### config.mk
export PLATFORM = sky130hd
export DESIGN_NAME = low_power_mode_controller
export DESIGN_NICKNAME = d
export VERILOG_FILES = /design/src/design/low_power_mode_controller.v /design/src/design/warmup_timer.v
export VERILOG_INCLUDE_DIRS = /design/src /design/src/design
export SDC_FILE = /design/constraint.sdc
export NUM_CORES = 1
export LEC_CHECK = 0
export ABC_AREA = 0
export BUFFER_PORTS_ARGS = -buffer_cell sky130_fd_sc_hd__buf_2
export CAP_MARGIN = 20
export CORE_AREA = 2 2 105 107
export CTS_CLUSTER_SIZE = 10
export DETAILED_ROUTE_END_ITERATION = 8
export DIE_AREA = 0 0 107 109
export MAX_ROUTING_LAYER = met4
export PLACE_DENSITY = 0.7
export SLEW_MARGIN = 5
export SYNTH_ARGS = -nofsm -noshare
export SYNTH_HDL_FRONTEND = slang
export SYNTH_SLANG_ARGS = --single-unit
export TNS_END_PERCENT = 30
### constraint.sdc
create_clock -name i_mclk -period 1.9 [get_ports i_mclk]
set_input_delay 0.19 -clock i_mclk [delete_from_list [all_inputs] [get_ports i_mclk]]
set_output_delay 0.19 -clock i_mclk [all_outputs]
set_load 0.02 [all_outputs]
### src/design/lpm_consts.vh
// Functional notes
// - Level release: leave halt while release pin high or enabled key input low.
// - Level release: halt request with release active goes straight to warm-up.
// - Once warm-up starts, halt is never re-entered during it.
// - Edge-to-level change waits for a release pin rising edge first.
// - Edge release: leave halt only on release pin rising edge.
// - Edge release: halt is entered even while release pin is high.
// - Release restarts oscillators per dual/single clock and resume target.
// - Warm-up period follows release; everything stays halted meanwhile.
// - Warm-up length picked by 3-bit field, six settings, two ignore top bit.
// - Warm-up timed by dividing the basic clock, no separate source.
// - After warm-up, execution resumes at the instruction after the halt request.
// - Prescaler and timing divider cleared on release before restart.
// - Reset low during halt ends it and performs normal reset.
// - Doze stops CPU and watchdog; peripherals keep running.
// - Doze holds memory, registers, status word, port latches, PC plus two.
// - Leaving doze clears doze bit and returns to prior operating mode.
// - Reset ends doze; device starts in single-clock fast mode.
// - Master enable 0: enabled source ends doze, no vector, next instruction.
// - Master enable 1: enabled source ends doze and is serviced.
// - Warm-up lengths in fast or slow clock cycles per setting.
// - Resume bit picks fast or slow return; reset returns single fast mode.
// - Watchdog interrupt just before doze: serviced, doze not entered.
`ifndef LPM_CONSTS_VH
`define LPM_CONSTS_VH
`define OFS_SYSCTL1 4'h0
`define OFS_SYSCTL2 4'h4
`define OFS_KEYEN 4'h8
`define OFS_IRQCTL 4'hC
`define OFS_IRQEN 5'h10
`define OFS_STATUS 5'h14
`define BIT_STOP 7
`define BIT_RELEASE_METHOD_SELECT 6
`define BIT_RESUME_MODE_SELECT 5
`define BIT_OUTEN 4
`define BIT_XEN 7
`define BIT_XTEN 6
`define BIT_SYSCK 5
`define BIT_DOZE 4
`define RST_SYSCTL1 8'h00
`define RST_SYSCTL2 8'h80
`define FS_DIV_CYC 10'd610
`define WU_W 18
`endif

### src/design/low_power_mode_controller.v
`include "lpm_consts.vh"
module low_power_mode_controller #(
    parameter WU_SCALE_SHIFT = 0
) (
    // Clock and reset.
    input wire i_mclk,
    input wire i_rst_n,
    // Avalon-MM slave.
    input wire [4:0] i_avs_address,
    input wire i_avs_read,
    input wire i_avs_write,
    input wire [31:0] i_avs_writedata,
    input wire [3:0] i_avs_byteenable,
    output wire [31:0] o_avs_readdata,
    output wire o_avs_waitrequest,
    // Wake-up pins.
    input wire i_halt_release_pin,
    input wire [3:0] i_key_wakeup_inputs,
    // Interrupt sources.
    input wire [7:0] i_irq_request_latch,
    input wire i_wdt_irq,
    // Clock and core control.
    output reg o_hf_osc_en,
    output reg o_lf_osc_en,
    output reg o_slow_clk_sel,
    output reg o_cpu_stop,
    output reg o_wdt_stop,
    output reg o_periph_stop,
    output reg o_port_out_keep,
    output reg o_prescaler_clr,
    output reg o_resume_next,
    output reg o_irq_service
);
    localparam ST_RUN = 4'b0001;
    localparam ST_HALT = 4'b0010;
    localparam ST_WARM = 4'b0100;
    localparam ST_DOZE = 4'b1000;

    reg [3:0] state_r;
    reg [3:0] state_nxt;
    reg [7:0] sysctl1_r;
    reg [7:0] sysctl2_r;
    reg [3:0] keyen_r;
    reg master_ie_r;
    reg [7:0] irqen_r;
    reg release_method_select_eff_r;
    reg pin_m_r;
    reg pin_s_r;
    reg pin_d_r;
    reg [3:0] key_m_r;
    reg [3:0] key_s_r;
    reg ack_r;
    reg [31:0] rdata_r;
    reg wu_start_r;
    reg [`WU_W-1:0] wu_len_r;
    reg wu_slow_r;
    wire wu_busy;
    wire wu_done;
    wire acc;
    wire wr_en;
    wire wr_sc1;
    wire wr_sc2;
    wire pin_rise;
    wire lvl_release;
    wire halt_req;
    wire doze_req;
    wire doze_wake;
    wire dual_clk;

    // Lengths in fast or slow clock cycles; codes *01 and *11 ignore bit 2.
    function [`WU_W-1:0] wu_len;
        input [2:0] sel;
        input slow;
        reg [`WU_W-1:0] v;
        begin
            v = {`WU_W{1'b0}};
            casez ({slow, sel})
                4'b0000: v = 18'h3_0000;
                4'b0010: v = 18'h1_0000;
                4'b0100: v = 18'h0_C000;
                4'b0110: v = 18'h0_4000;
                4'b0?01: v = 18'h0_0C00;
                4'b0?11: v = 18'h0_0400;
                4'b1000: v = 18'h0_6000;
                4'b1010: v = 18'h0_2000;
                4'b1100: v = 18'h0_00C0;
                4'b1110: v = 18'h0_0040;
                4'b1?01: v = 18'h0_00C0;
                default: v = 18'h0_0040;
            endcase
            wu_len = v >> WU_SCALE_SHIFT;
            if (wu_len == {`WU_W{1'b0}}) begin
                wu_len = {{(`WU_W-1){1'b0}}, 1'b1};
            end
        end
    endfunction

    // Pins are synchronised on the always-running controller clock, which stays
    // alive while the core oscillators are off.
    always @(posedge i_mclk) begin
        if (!i_rst_n) begin
            pin_m_r <= 1'b0;
            pin_s_r <= 1'b0;
            pin_d_r <= 1'b0;
            key_m_r <= 4'hF;
            key_s_r <= 4'hF;
        end else begin
            pin_m_r <= i_halt_release_pin;
            pin_s_r <= pin_m_r;
            pin_d_r <= pin_s_r;
            key_m_r <= i_key_wakeup_inputs;
            key_s_r <= key_m_r;
        end
    end

    assign pin_rise = pin_s_r & ~pin_d_r;
    assign lvl_release = pin_s_r | (|(keyen_r & ~key_s_r));
    assign dual_clk = sysctl2_r[`BIT_XTEN];

    // One wait state on every access; the access completes when ack_r is high.
    assign acc = (i_avs_read | i_avs_write) & ~ack_r;
    assign o_avs_waitrequest = (i_avs_read | i_avs_write) & ~ack_r;
    assign o_avs_readdata = rdata_r;
    assign wr_en = i_avs_write & ack_r & i_avs_byteenable[0];
    assign wr_sc1 = wr_en & (i_avs_address == {1'b0, `OFS_SYSCTL1});
    assign wr_sc2 = wr_en & (i_avs_address == {1'b0, `OFS_SYSCTL2});
    assign halt_req = wr_sc1 & i_avs_writedata[`BIT_STOP];
    assign doze_req = wr_sc2 & i_avs_writedata[`BIT_DOZE];
    assign doze_wake = |(i_irq_request_latch & irqen_r);

    always @(posedge i_mclk) begin
        if (!i_rst_n) begin
            ack_r <= 1'b0;
            rdata_r <= 32'h0000_0000;
        end else begin
            ack_r <= acc;
            if (acc & i_avs_read) begin
                case (i_avs_address)
                    {1'b0, `OFS_SYSCTL1}: rdata_r <= {24'h00_0000, sysctl1_r[7:1], 1'b0};
                    {1'b0, `OFS_SYSCTL2}: rdata_r <= {24'h00_0000, sysctl2_r[7:4], 4'h0};
                    {1'b0, `OFS_KEYEN}: rdata_r <= {28'h000_0000, keyen_r};
                    {1'b0, `OFS_IRQCTL}: rdata_r <= {31'h0000_0000, master_ie_r};
                    `OFS_IRQEN: rdata_r <= {24'h00_0000, irqen_r};
                    `OFS_STATUS: rdata_r <= {22'h00_0000, key_s_r, pin_s_r, release_method_select_eff_r, state_r};
                    default: rdata_r <= 32'h0000_0000;
                endcase
            end
        end
    end

    // Next state of the mode sequencer.
    always @* begin
        state_nxt = state_r;
        case (state_r)
            ST_RUN: begin
                if (halt_req) begin
                    if (release_method_select_eff_r & lvl_release) begin
                        state_nxt = ST_WARM;
                    end else begin
                        state_nxt = ST_HALT;
                    end
                end else if (doze_req & ~i_wdt_irq) begin
                    state_nxt = ST_DOZE;
                end
            end
            ST_HALT: begin
                if (release_method_select_eff_r ? lvl_release : pin_rise) begin
                    state_nxt = ST_WARM;
                end
            end
            ST_WARM: begin
                // Withdrawn release conditions do not matter here.
                if (wu_done) begin
                    state_nxt = ST_RUN;
                end
            end
            ST_DOZE: begin
                if (doze_wake) begin
                    state_nxt = ST_RUN;
                end
            end
            default: state_nxt = ST_RUN;
        endcase
    end

    always @(posedge i_mclk) begin
        if (!i_rst_n) begin
            // Reset ends any halt or doze and starts single-clock fast mode.
            state_r <= ST_RUN;
            sysctl1_r <= `RST_SYSCTL1;
            sysctl2_r <= `RST_SYSCTL2;
            keyen_r <= 4'h0;
            master_ie_r <= 1'b0;
            irqen_r <= 8'h00;
            release_method_select_eff_r <= 1'b0;
            wu_start_r <= 1'b0;
            wu_len_r <= {`WU_W{1'b0}};
            wu_slow_r <= 1'b0;
        end else begin
            state_r <= state_nxt;
            wu_start_r <= 1'b0;
            if (wr_sc1) begin
                sysctl1_r <= i_avs_writedata[7:0];
                if (!i_avs_writedata[`BIT_RELEASE_METHOD_SELECT]) begin
                    release_method_select_eff_r <= 1'b0;
                end
            end else if (sysctl1_r[`BIT_RELEASE_METHOD_SELECT] & ~release_method_select_eff_r & pin_rise) begin
                release_method_select_eff_r <= 1'b1;
            end
            if (wr_sc2) begin
                sysctl2_r <= i_avs_writedata[7:0];
                if (i_avs_writedata[`BIT_DOZE] & i_wdt_irq) begin
                    sysctl2_r[`BIT_DOZE] <= 1'b0;
                end
            end
            if (wr_en & (i_avs_address == {1'b0, `OFS_KEYEN})) begin
                keyen_r <= i_avs_writedata[3:0];
            end
            if (wr_en & (i_avs_address == {1'b0, `OFS_IRQCTL})) begin
                master_ie_r <= i_avs_writedata[0];
            end
            if (wr_en & (i_avs_address == `OFS_IRQEN)) begin
                irqen_r <= i_avs_writedata[7:0];
            end
            if ((state_r != ST_WARM) & (state_nxt == ST_WARM)) begin
                wu_start_r <= 1'b1;
                // Return to slow mode only when dual-clock and resume bit set.
                wu_slow_r <= dual_clk & sysctl1_r[`BIT_RESUME_MODE_SELECT];
                wu_len_r <= wu_len(sysctl1_r[2:0], dual_clk & sysctl1_r[`BIT_RESUME_MODE_SELECT]);
                if (dual_clk & ~sysctl1_r[`BIT_RESUME_MODE_SELECT]) begin
                    sysctl2_r[`BIT_XEN] <= 1'b1;
                    sysctl2_r[`BIT_SYSCK] <= 1'b0;
                end else if (dual_clk) begin
                    sysctl2_r[`BIT_XEN] <= 1'b0;
                    sysctl2_r[`BIT_SYSCK] <= 1'b1;
                end else begin
                    sysctl2_r[`BIT_XEN] <= 1'b1;
                    sysctl2_r[`BIT_SYSCK] <= 1'b0;
                end
            end
            if ((state_r == ST_WARM) & wu_done) begin
                sysctl1_r[`BIT_STOP] <= 1'b0;
            end
            if ((state_r == ST_DOZE) & doze_wake) begin
                // The clock select is left alone, so the prior mode resumes.
                sysctl2_r[`BIT_DOZE] <= 1'b0;
            end
        end
    end

    warmup_timer u_warmup_timer (
        .i_mclk(i_mclk),
        .i_rst_n(i_rst_n),
        .i_start(wu_start_r),
        .i_slow(wu_slow_r),
        .i_len(wu_len_r),
        .o_busy(wu_busy),
        .o_done(wu_done)
    );

    // Outputs are registered so the core sees clean levels and single pulses.
    always @(posedge i_mclk) begin
        if (!i_rst_n) begin
            o_hf_osc_en <= 1'b1;
            o_lf_osc_en <= 1'b0;
            o_slow_clk_sel <= 1'b0;
            o_cpu_stop <= 1'b0;
            o_wdt_stop <= 1'b0;
            o_periph_stop <= 1'b0;
            o_port_out_keep <= 1'b1;
            o_prescaler_clr <= 1'b0;
            o_resume_next <= 1'b0;
            o_irq_service <= 1'b0;
        end else begin
            // Oscillators are off in halt and restarted at warm-up.
            // On warm-up entry the enable follows the new target, not the stale register bit.
            o_hf_osc_en <= (state_nxt != ST_HALT) &
                           (((state_r != ST_WARM) & (state_nxt == ST_WARM)) ?
                            ~(dual_clk & sysctl1_r[`BIT_RESUME_MODE_SELECT]) : sysctl2_r[`BIT_XEN]);
            o_lf_osc_en <= (state_nxt != ST_HALT) & sysctl2_r[`BIT_XTEN];
            o_slow_clk_sel <= sysctl2_r[`BIT_SYSCK];
            // CPU and watchdog hold their state, PC included, while stopped.
            o_cpu_stop <= (state_nxt != ST_RUN);
            o_wdt_stop <= (state_nxt != ST_RUN);
            // Peripherals only stop for halt and warm-up.
            o_periph_stop <= (state_nxt == ST_HALT) | (state_nxt == ST_WARM) | wu_busy;
            o_port_out_keep <= (state_nxt != ST_HALT) | sysctl1_r[`BIT_OUTEN];
            o_prescaler_clr <= (state_r != ST_WARM) & (state_nxt == ST_WARM);
            // Resume at the next instruction after warm-up or a vectorless wake.
            o_resume_next <= ((state_r == ST_WARM) & wu_done) |
                             ((state_r == ST_DOZE) & doze_wake & ~master_ie_r);
            o_irq_service <= ((state_r == ST_DOZE) & doze_wake & master_ie_r) |
                             ((state_r == ST_RUN) & doze_req & i_wdt_irq);
        end
    end
endmodule

### src/design/warmup_timer.v
`include "lpm_consts.vh"
module warmup_timer (
    // Clock and reset.
    input wire i_mclk,
    input wire i_rst_n,
    // Control.
    input wire i_start,
    input wire i_slow,
    input wire [`WU_W-1:0] i_len,
    // Status.
    output wire o_busy,
    output reg o_done
);
    reg [9:0] div_r;
    reg [`WU_W-1:0] cnt_r;
    reg busy_r;
    reg slow_r;
    wire tick;

    // The slow clock is derived from the basic clock by the divider.
    assign tick = slow_r ? (div_r == `FS_DIV_CYC - 10'd1) : 1'b1;
    assign o_busy = busy_r;

    always @(posedge i_mclk) begin
        if (!i_rst_n) begin
            div_r <= 10'h000;
            cnt_r <= {`WU_W{1'b0}};
            busy_r <= 1'b0;
            slow_r <= 1'b0;
            o_done <= 1'b0;
        end else begin
            o_done <= 1'b0;
            if (i_start) begin
                // Divider restarts from zero so every warm-up is whole.
                div_r <= 10'h000;
                cnt_r <= i_len;
                slow_r <= i_slow;
                busy_r <= 1'b1;
            end else if (busy_r) begin
                div_r <= tick ? 10'h000 : div_r + 10'd1;
                if (tick) begin
                    if (cnt_r <= {{(`WU_W-1){1'b0}}, 1'b1}) begin
                        busy_r <= 1'b0;
                        o_done <= 1'b1;
                    end else begin
                        cnt_r <= cnt_r - {{(`WU_W-1){1'b0}}, 1'b1};
                    end
                end
            end
        end
    end
endmodule

## Word level (Yosys, flattened, before mapping)

Cells that the tools add are included.

- Output and inout port bits: 43
- Bits in registers: 138
- Logic and storage cells: 164

- Order comparisons: 1
- Reduce and logical (&&, ||, !) cells: 16
- Bitwise logic cells: 48
- Add/subtract/negate cells: 2
- Equal/unequal tests: 26
- Mux-type cells: 37

Operators with widths:

| cell | number |
|---|---|
| one-hot mux 18 bit (9 select lines) | 1 |
| 2-to-1 mux 18 bit | 7 |
| one-hot mux 10 bit (6 select lines) | 1 |
| AND 1 bit | 28 |
| 2-to-1 mux 4 bit | 5 |
| 2-to-1 mux 1 bit | 19 |
| less-or-equal comparator 18 x 1 -> 1 bit (second input constant) | 1 |
| logical NOT 18 bit | 1 |
| subtractor 18 x 1 -> 18 bit (second input constant) | 1 |
| equality test 4 x 3 -> 1 bit (second input constant) | 4 |
| equality test 4 bit (second input constant) | 4 |
| one-hot mux 4 bit (4 select lines) | 1 |
| equality test 4 x 2 -> 1 bit (second input constant) | 3 |
| adder 10 x 1 -> 10 bit (second input constant) | 1 |
| equality test 10 bit (second input constant) | 1 |
| equality test 5 x 4 -> 1 bit (second input constant) | 2 |
| equality test 5 bit (second input constant) | 2 |
| 2-to-1 mux 10 bit | 1 |
| NOT 1 bit | 10 |
| AND 8 bit | 1 |
| 2-to-1 mux 8 bit | 1 |
| nonzero test 2 bit | 4 |
| OR reduction 2 bit | 4 |
| OR reduction 4 bit | 2 |
| other kinds (18) | 25 |

## Logic depth before layout (Yosys ltp)

Gate-level depths: netlist of the first run.

- Word-level depth: 14
- Depth in mapped cells: 8
- Mapped depth without buffers: 8

## Hierarchy

A second synthesis of the first run with hierarchy kept.

- Cells, all modules: 578
- Area, all modules: 5008.6 um2

Modules (own cells, without submodules):

| module | sequential area each (um2) | area each (um2) | instances | cells each |
|---|---|---|---|---|
| low_power_mode_controller | 1441.4 | 3236.9 | 1 | 368 |
| warmup_timer | 620.6 | 1771.7 | 1 | 210 |

## Worst setup path before layout of the first run

Ideal clock, no wire load.

- Path type: register to register
- From: register u_warmup_timer.cnt_r[0]
- To: register u_warmup_timer.cnt_r[14]
- Cell stages (with the launch flop): 9
- Data arrival time: 1.867 ns
- Path buffers: 0
- Path slack: -0.100 ns
- Cell sequence: dfxtp_1 inv_1 ha_1 o21bai_1 nor4_4 or4b_4 nor4_4 xnor2_1 a21oi_1

- Longest elaborated chain between the ends: 5

Ends and longest elaborated chain:

| what | line | source |
|---|---|---|
| from (decl) | warmup_timer.v:15 | `` reg [`WU_W-1:0] cnt_r; `` |
| from (signal assigned) | warmup_timer.v:27 | `` cnt_r <= {`WU_W{1'b0}}; `` |
| from (signal assigned) | warmup_timer.v:36 | `cnt_r <= i_len;` |
| from (signal assigned) | warmup_timer.v:46 | `` cnt_r <= cnt_r - {{(`WU_W-1){1'b0}}, 1'b1}; `` |
| subtractor 18 x 1 -> 18 bit | warmup_timer.v:46 |  |
| 2-to-1 mux 18 bit | warmup_timer.v:42 | `` if (cnt_r <= {{(`WU_W-1){1'b0}}, 1'b1}) begin `` |
| 2-to-1 mux 18 bit | warmup_timer.v:41 | `if (tick) begin` |
| 2-to-1 mux 18 bit | warmup_timer.v:39 | `end else if (busy_r) begin` |
| 2-to-1 mux 18 bit | warmup_timer.v:33 | `if (i_start) begin` |

Several ways; a longest one is shown, not always the timed one. The select of a mux whose other input is x is not followed.
A chain may end at the register's enable or synchronous reset.

## Final worst setup path of the first run

- From: register u_warmup_timer.div_r[1]
- To: register u_warmup_timer.cnt_r[14]

- Longest elaborated chain between the ends: 4

Ends and longest elaborated chain:

| what | line | source |
|---|---|---|
| from (decl) | warmup_timer.v:14 | `reg [9:0] div_r;` |
| from (signal assigned) | warmup_timer.v:40 | `div_r <= tick ? 10'h000 : div_r + 10'd1;` |
| equality test 10 bit | warmup_timer.v:21 | `` assign tick = slow_r ? (div_r == `FS_DIV_CYC - 10'd1) : 1'b1; `` |
| 2-to-1 mux 1 bit | warmup_timer.v:21 |  |
| nonzero test 2 bit (no source line) | -- |  |
| AND reduction 3 bit (no source line) | -- |  |

No other way between the ends.

==> key figures, run 1 <==
Synth
  • Post-synthesis sequential area ratio: 42.9%
  • Leading cell types by count after synthesis: sky130_fd_sc_hd__dfxtp_1 (103), sky130_fd_sc_hd__nand2_1 (51), sky130_fd_sc_hd__nor2_1 (43)
  • Avg Cell Area, Syn: 8.88 sq um
  • Count of state elements after synthesis: 103
  • Synth Flop Type: sky130_fd_sc_hd__dfxtp_1
  • Synth top area share: 42.9%
  • Simple-gate area share of the yosys netlist: 26.6%
  • Synth Area in XOR/XNOR: 4.38%
  • Unique masters post-synth: 58
  • Count of flip-flops with a built-in enable after synthesis: 0
  • Compound-cell area share of the yosys netlist: 15.6%
  • Area share of fa/ha/maj cells after synthesis: 1.04%
  • Combinational family with the most area after synthesis: simple AND/OR/NAND/NOR gates
  • Post-synth ARST share: 0%
  • Netlist Area Pre-Place: 4800 sq um
  • Dominant cells by area after synthesis: sky130_fd_sc_hd__dfxtp_1 (43%), sky130_fd_sc_hd__nand2_1 (4.0%), sky130_fd_sc_hd__buf_4 (3.8%)
  • Most used standard cell by instance count after synthesis: sky130_fd_sc_hd__dfxtp_1
  • Synthesis warning total: 0
  • Cell count after synthesis: 541
  • Mux contribution to synthesized area: 2.55%
  • Cell taking the most area after synthesis: sky130_fd_sc_hd__dfxtp_1

Final layout
  • Filler cell count: 955
  • Number of nets at the end of the flow: 706
  • Layout cells sized above 1: 25.3%
  • Fin area: 5860 sq um
  • Synth-to-Final Area Change: 22.0%
  • N_diodes: 0

Place
  • Post-Place Worst Slack: -0.199 ns
  • Routability cong.: 0.897
  • Post-DP Area: 5490 sq um
  • Half-perimeter wire length of the detailed placement result: 8.17 mm
  • Input/output buffers: 52

Global route
  • Total global routing overflow: 0
  • Gr usage total: 20.9%
  • Maximum number of pins on one net before global-route repair: 32
  • Antenna violations before repair: 0
  • Number of global-route vias before repair: 3945
  • First-pass GRT wire length: 18.5 mm

Outcome
  • Violated checks: negative setup slack
  • Result of the run: finished with violations

Die
  • Number of core rows: 38
  • Chip height: 109 microns
  • Initial core utilization: 45.3%
  • Die area: 11700 sq um
  • Number of I/O pins: 102
  • Die span in x: 107 microns
  • Placeable core region: 10600 sq um

STA
  • RSZ-0062 raised after global routing: yes
  • Count of endpoints failing setup in the final report: 4
  • Relative max-transition margin: 65.2%
  • Final setup skew: 0.0140 ns
  • Final critical-path setup slack: -0.119 ns
  • Count of final max-slew check failures: 0
  • Final min period: 2.02 ns
  • Post-route clock period utilization: 106%
  • Fmax: 0.495 GHz
  • Slew at the pin with the worst max-slew slack: 0.516 ns
  • Final Hold Viols: 0
  • Final-layout worst hold slack: 0.0354 ns

Pwr
  • Fraction of power consumed by the clock network: 37.7%
  • Net Sw Power: 0.000958 W
  • Cell-internal power: 0.00288 W
  • Switching Share: 25.0%
  • Share of total power in sequential cells: 56.8%
  • VDD IR max: 603 uV
  • Leak pwr: 2.30 nW
  • Power Dens Cells: 655 nW/um^2
  • Gate power share: 5.5%

Clock network
  • Library cell used as clock root buffer: sky130_fd_sc_hd__clkbuf_8
  • Register clock-pin slew on the reported worst setup and hold paths: 0.10 ns
  • H-tree depth: 3
  • Maximum clock insertion buffer count: 2
  • CTS buffer count: 9
  • Clock network latency to the later pin of the worst-skew pair: 0.38 ns
  • TritonCTS clock tree: yes
  • Number of clock sinks: 103

Run
  • Count of max-cap constraint violations: 0

Routing
  • Detail Route Antenna Nets: 0
  • Average wire per standard cell: 14.3 microns
  • Number of design-rule violations left by the first detailed-router iteration: 214
  • DRC violation count after routing: 0
  • Total iterations of the first detailed-routing run: 4
  • Via Count: 4057
  • Vias per cell: 5.15
  • Total Wirelength: 11.3 mm

Worst setup path
  • Data required, critical path: 2.18 ns
  • Startpoint-to-endpoint class of the critical path: reg2reg
  • Top fanout value on the critical path: 5
  • CP arrival: 2.30 ns
  • Critical Path End Type: register
  • Startpoint class of the critical path: register

Min path
  • Worst Hold Class: in2reg
## layout by cell type (no fill, tap or decap), types with 5 or more instances in the layout
cell type / n
sky130_fd_sc_hd__dfxtp_1: 94
sky130_fd_sc_hd__buf_4: 60
sky130_fd_sc_hd__buf_2: 52
sky130_fd_sc_hd__nand2_1: 51
sky130_fd_sc_hd__nor2_1: 43
sky130_fd_sc_hd__a21oi_1: 32
sky130_fd_sc_hd__nor2b_1: 26
sky130_fd_sc_hd__nand3_1: 23
sky130_fd_sc_hd__conb_1: 22
sky130_fd_sc_hd__a21boi_0: 19
sky130_fd_sc_hd__a22oi_1: 18
sky130_fd_sc_hd__o21ai_0: 18
sky130_fd_sc_hd__nand2b_1: 16
sky130_fd_sc_hd__and2_1: 15
sky130_fd_sc_hd__xor2_1: 15
sky130_fd_sc_hd__inv_1: 10
sky130_fd_sc_hd__mux2i_1: 10
sky130_fd_sc_hd__xnor2_1: 9
sky130_fd_sc_hd__clkbuf_8: 9
sky130_fd_sc_hd__dfxtp_2: 9
sky130_fd_sc_hd__and3_1: 7
sky130_fd_sc_hd__nand4b_1: 6
sky130_fd_sc_hd__nor3_1: 5
sky130_fd_sc_hd__a21boi_1: 5
## cells by family after synthesis
kind of cell    Yosys count
fa+ha+maj                 4
simple gates            225
xor+xnor                 24
flops                   103
compound gates          113
buf+inv                  59
other cells               1
mux                      12
## stage by stage
stage	TNS, ns	power (W)	utilization, %	cells
floorplan	0	0.00238	-	562
global placement	-2.01	0.00243	51.8	765
detailed placement	-2.93	0.00243	51.8	765
CTS	-0.319	0.00388	54.7	786
global route	-1.94	0.00401	55.3	788
finish	-0.318	0.00384	55.3	788
## layer usage
metal / up-vias / wire length [microns] / global-route usage, %
met5: - / 0 / -
met3: 23 / 633 / 6.22
met2: 113 / 5240 / 33.4
met4: 0 / 201 / 6.49
li1: 2038 / - / -
met1: 1883 / 5190 / 25.7
## final timing paths
kind / start / to / slack, ns / cells past startpoint
setup reg to reg: u_warmup_timer.div_r[1]$_SDFFE_PP0P_ / u_warmup_timer.cnt_r[14]$_SDFFE_PN0P_ / -0.12 / 8
setup / recovery: u_warmup_timer.div_r[1]$_SDFFE_PP0P_ / u_warmup_timer.cnt_r[14]$_SDFFE_PN0P_ / -0.12 / 8
hold / removal: i_halt_release_pin / pin_m_r$_SDFF_PN0_ / 0.04 / 2
hold reg to reg: key_m_r[3]$_SDFF_PN1_ / key_s_r[3]$_SDFF_PN1_ / 0.42 / 1
## area by class of cell
| cell class | instances | area (sq um) | area share, % |
|---|---|---|---|
| clock buffers | 9 | 124 | 2.11 |
| inverters | 12 | 45.0 | 0.769 |
| well taps | 140 | 175 | 2.99 |
| clock inverters | 7 | 81.3 | 1.39 |
| flip-flops and latches | 103 | 2070 | 35.4 |
| repair buffers | 117 | 771 | 13.2 |
| multi-input cells | 400 | 2590 | 44.2 |
## worst max-delay path, stage by stage, from the launching register on
cell and delay [ns]:
sky130_fd_sc_hd__dfxtp_2 0.33, sky130_fd_sc_hd__inv_2 0.05, sky130_fd_sc_hd__ha_4 0.11, sky130_fd_sc_hd__and4bb_2 0.27, sky130_fd_sc_hd__a32oi_4 0.15, sky130_fd_sc_hd__or4b_4 0.62
sky130_fd_sc_hd__nor4_4 0.17, sky130_fd_sc_hd__xnor2_1 0.14, sky130_fd_sc_hd__a21oi_1 0.08
## registers in the layout, indices dropped and copies added (netlist names), 8 cells and up
register,count
u_warmup_timer.div_r,10
u_warmup_timer.cnt_r,18
o_avs_readdata,10
wu_len_r,10
irqen_r,8
sysctl1_r,8
## repair_timing
action                                  4_1_cts  5_1_grt
endpoints found under the setup margin       24       30
endpoints found under the hold margin         4        0
gates resized for setup                      11       13
hold buffers                                  4        0
buffers inserted                              1        2
pin swaps                                     3        9
## power groups by stage
stage / clock, W / combinational (W) / sequential (W)
2_1_floorplan: 0 / 0.000153 / 0.00223
3_3_place_gp: 0 / 0.000202 / 0.00223
3_5_place_dp: 0 / 0.000205 / 0.00223
4_1_cts: 0.00149 / 0.000212 / 0.00218
5_1_grt: 0.00159 / 0.000234 / 0.00218
6_report: 0.00145 / 0.000212 / 0.00218
No activity file was read; power rests on OpenSTA's default activity.
==> inputs of run 2 (changes only) <==
==> constraint.sdc (replaced) <==
create_clock -name i_mclk -period 1.8 [get_ports i_mclk]
set_input_delay 0.18 -clock i_mclk [delete_from_list [all_inputs] [get_ports i_mclk]]
set_output_delay 0.18 -clock i_mclk [all_outputs]
set_load 0.02 [all_outputs]
==> key figures, run 2 (same netlist as run 1, synthesis figures left out) <==
Min path
  • HP Start: i_halt_release_pin
  • Worst hold path cell count: 2 (unchanged)
  • End of the worst hold path: pin_m_r$_SDFF_PN0_
  • Worst Hold Class: in2reg

Worst setup path
  • Startpoint class of the critical path: register
  • Register-to-register setup slack: -0.23 ns (-0.11 ns)
  • Worst r2r src: u_warmup_timer.div_r[1]$_SDFFE_PP0P_
  • Startpoint-to-endpoint class of the critical path: reg2reg
  • CP arrival: 2.26 ns (-0.04 ns)
  • Critical Path End Type: register
  • Endpoint of the worst register-to-register path: u_warmup_timer.cnt_r[16]$_SDFFE_PN0P_
  • Top fanout value on the critical path: 4 (-1)
  • Cell depth of the worst flop-to-flop path: 8 (unchanged)
  • Data required, critical path: 2.04 ns (-0.14 ns)

STA
  • Count of endpoints failing setup in the final report: 32 (+28)
  • RSZ-0062 raised after global routing: yes
  • Final Hold Viols: 0 (unchanged)
  • Relative max-transition margin: 61.5% (-3.6 points)
  • Count of final max-slew check failures: 0 (unchanged)
  • Post-route clock period utilization: 113% (+6.3 points)
  • Final critical-path setup slack: -0.227 ns (-0.107 ns)
  • Summed negative setup slack over all endpoints: -3.68 ns (-3.36 ns)
  • Fmax: 0.493 GHz (-0.36%)
  • Final min period: 2.03 ns (+0.00730 ns)
  • Final setup skew: 0.0166 ns (+0.00263 ns)
  • Slew at the pin with the worst max-slew slack: 0.577 ns (+0.0609 ns)

Clock network
  • CTS buffer count: 9 (unchanged)
  • H-tree depth: 3 (unchanged)
  • Library cell used as clock root buffer: sky130_fd_sc_hd__clkbuf_8
  • TritonCTS clock tree: yes
  • Number of clock sinks: 103 (unchanged)
  • Clock network latency to the later pin of the worst-skew pair: 0.37 ns (about the same)
  • Maximum clock insertion buffer count: 2 (unchanged)
  • Register clock-pin slew on the reported worst setup and hold paths: 0.11 ns (about the same)

Final layout
  • Layout cells sized above 1: 31.4% (+6.0 points)
  • Synth-to-Final Area Change: 29.7%
  • Fin area: 6230 sq um (+6.4%)
  • N_diodes: 0 (unchanged)
  • Post-Layout Cell Count: 813 (+3.2%)
  • Biggest register: u_warmup_timer.cnt_r
  • Number of nets at the end of the flow: 731 (+3.5%)
  • Most common cell after layout, fill and taps aside: sky130_fd_sc_hd__dfxtp_1
  • Commonest cells after routing, fill and taps aside: sky130_fd_sc_hd__dfxtp_1 (92), sky130_fd_sc_hd__buf_4 (77), sky130_fd_sc_hd__buf_2 (52), sky130_fd_sc_hd__nand2_1 (50), sky130_fd_sc_hd__nor2_1 (38)
  • Number of flip-flops under the largest register name: 18 (unchanged)

Routing
  • Via Count: 4285 (+5.6%)
  • Total iterations of the first detailed-routing run: 7 (+3)
  • Total Wirelength: 12.2 mm (+8.3%)
  • Detail Route Antenna Nets: 0 (unchanged)
  • Average wire per standard cell: 15.0 microns (+4.9%)
  • DRC violation count after routing: 0 (unchanged)
  • Vias per cell: 5.27 (+2.4%)
  • Number of design-rule violations left by the first detailed-router iteration: 260 (+21%)

Global route
  • Total global routing overflow: 0 (unchanged)
  • Maximum number of pins on one net before global-route repair: 33 (+3.1%)
  • First-pass GRT wire length: 19.8 mm (+6.7%)
  • Gr usage total: 22.0% (+1.0 points)
  • Antenna violations before repair: 0 (unchanged)
  • Number of global-route vias before repair: 4183 (+6.0%)

Place
  • DP Cell Count: 780 (+2.0%)
  • Half-perimeter wire length of the detailed placement result: 8.59 mm (+5.1%)
  • Routability cong.: 0.867 (-3.4%)
  • Post-Place Worst Slack: -0.279 ns (-0.0807 ns)
  • Input/output buffers: 52 (unchanged)
  • Post-DP Area: 5620 sq um (+2.5%)

Run
  • Count of max-cap constraint violations: 0 (unchanged)

Die
  • Number of core rows: 38 (unchanged)
  • Chip height: 109 microns (unchanged)
  • Die span in x: 107 microns (unchanged)
  • Die area: 11700 sq um (unchanged)
  • Number of I/O pins: 102 (unchanged)
  • Initial core utilization: 45.3% (unchanged)
  • Placeable core region: 10600 sq um (unchanged)

Outcome
  • Result of the run: finished with violations
  • Violated checks: negative setup slack

Pwr
  • Net Sw Power: 0.000990 W (+3.4%)
  • Power Dens Cells: 645 nW/um^2 (-1.4%)
  • Gate power share: 6.0% (+0.5 points)
  • Share of total power in sequential cells: 57.1% (+0.3 points)
  • Fraction of power consumed by the clock network: 36.9% (-0.8 points)
  • Switching Share: 24.6% (-0.34 points)
  • Cell-internal power: 0.00303 W (+5.3%)
  • Leak pwr: 2.46 nW (+7.3%)
  • VDD IR max: 447 uV (-26%)
-- run 2: cell count changes in the layout (fill, tap and decap cells not counted), moves of 4 or more --
cell	previous run	this run
sky130_fd_sc_hd__buf_4	60	77
sky130_fd_sc_hd__nand3_1	23	18
sky130_fd_sc_hd__nand3_2	0	5
sky130_fd_sc_hd__nor2_1	43	38
sky130_fd_sc_hd__buf_6	0	4
sky130_fd_sc_hd__nor2_2	1	5
-- run 2: worst max-delay path by stage --
| stage | slack [ns] | cells after the start | start | end |
|---|---|---|---|---|
| floorplan | -0.08 | 8 | u_warmup_timer.div_r[1]$_SDFFE_PP0P_ | u_warmup_timer.cnt_r[14]$_SDFFE_PN0P_ |
| finish | -0.23 | 8 | u_warmup_timer.div_r[1]$_SDFFE_PP0P_ | u_warmup_timer.cnt_r[16]$_SDFFE_PN0P_ |
| global placement | -0.29 | 9 | i_avs_address[1] | o_hf_osc_en$_SDFF_PN1_ |
| CTS | -0.24 | 8 | u_warmup_timer.div_r[1]$_SDFFE_PP0P_ | u_warmup_timer.cnt_r[14]$_SDFFE_PN0P_ |
| detailed placement | -0.28 | 9 | i_avs_address[1] | wu_len_r[7]$_SDFFE_PN0P_ |
| global route | -0.29 | 6 | u_warmup_timer.cnt_r[5]$_SDFFE_PN0P_ | u_warmup_timer.cnt_r[14]$_SDFFE_PN0P_ |
-- run 2: worst max-delay path, stage by stage (launching register included) --
cell,delay [ns]
sky130_fd_sc_hd__dfxtp_2,0.34
sky130_fd_sc_hd__inv_2,0.06
sky130_fd_sc_hd__ha_4,0.11
sky130_fd_sc_hd__and4bb_2,0.28
sky130_fd_sc_hd__a32oi_4,0.14
sky130_fd_sc_hd__or4b_4,0.55
sky130_fd_sc_hd__nor3_2,0.18
sky130_fd_sc_hd__xnor2_1,0.15
sky130_fd_sc_hd__a21oi_1,0.09
-- run 2: timing repair --
action                                  in CTS  in global routing
cloned                                       2                  1
pin swaps                                   10                 13
buffers inserted                             4                  6
gates resized for setup                     28                 25
endpoints found under the hold margin        4                  0
endpoints found under the setup margin      37                 44
hold buffers                                 4                  0
-- run 2: stage by stage --
stage          hold WS, ns  util (%)  power [W]
2_1_floorplan        0.281         -    0.00251
3_3_place_gp         0.363      53.0    0.00257
3_5_place_dp         0.368      53.0    0.00258
4_1_cts             0.0220      57.2    0.00405
5_1_grt             0.0175      58.8    0.00417
6_report            0.0301      58.8    0.00402
-- run 2: power groups by stage --
stage / Clock, W / Combinational, W / Sequential, W
after CTS: 0.00152 / 0.000235 / 0.00230
after global routing: 0.00161 / 0.000261 / 0.00230
after floorplan: 0 / 0.000162 / 0.00235
after global placement: 0 / 0.000223 / 0.00235
after detailed placement: 0 / 0.000226 / 0.00235
final: 0.00148 / 0.000240 / 0.00230
-- run 2: layout make-up --
type	instances	area, sq um
Sequential cell	103	2080
Inverter	12	45.0
Clock inverter	4	45.0
Fill cell	915	4370
Clock buffer	12	165
Multi-Input combinational cell	400	2680
Tap cell	140	175
Timing Repair Buffer	142	1040
-- run 2: per-layer routing --
metal	track usage [%]	vias up	part of all wire [%]
li1	-	2095	-
met1	26.0	2038	43
met2	37.8	123	50
met3	4.06	29	4.9
met4	7.70	0	2.2
met5	-	-	0
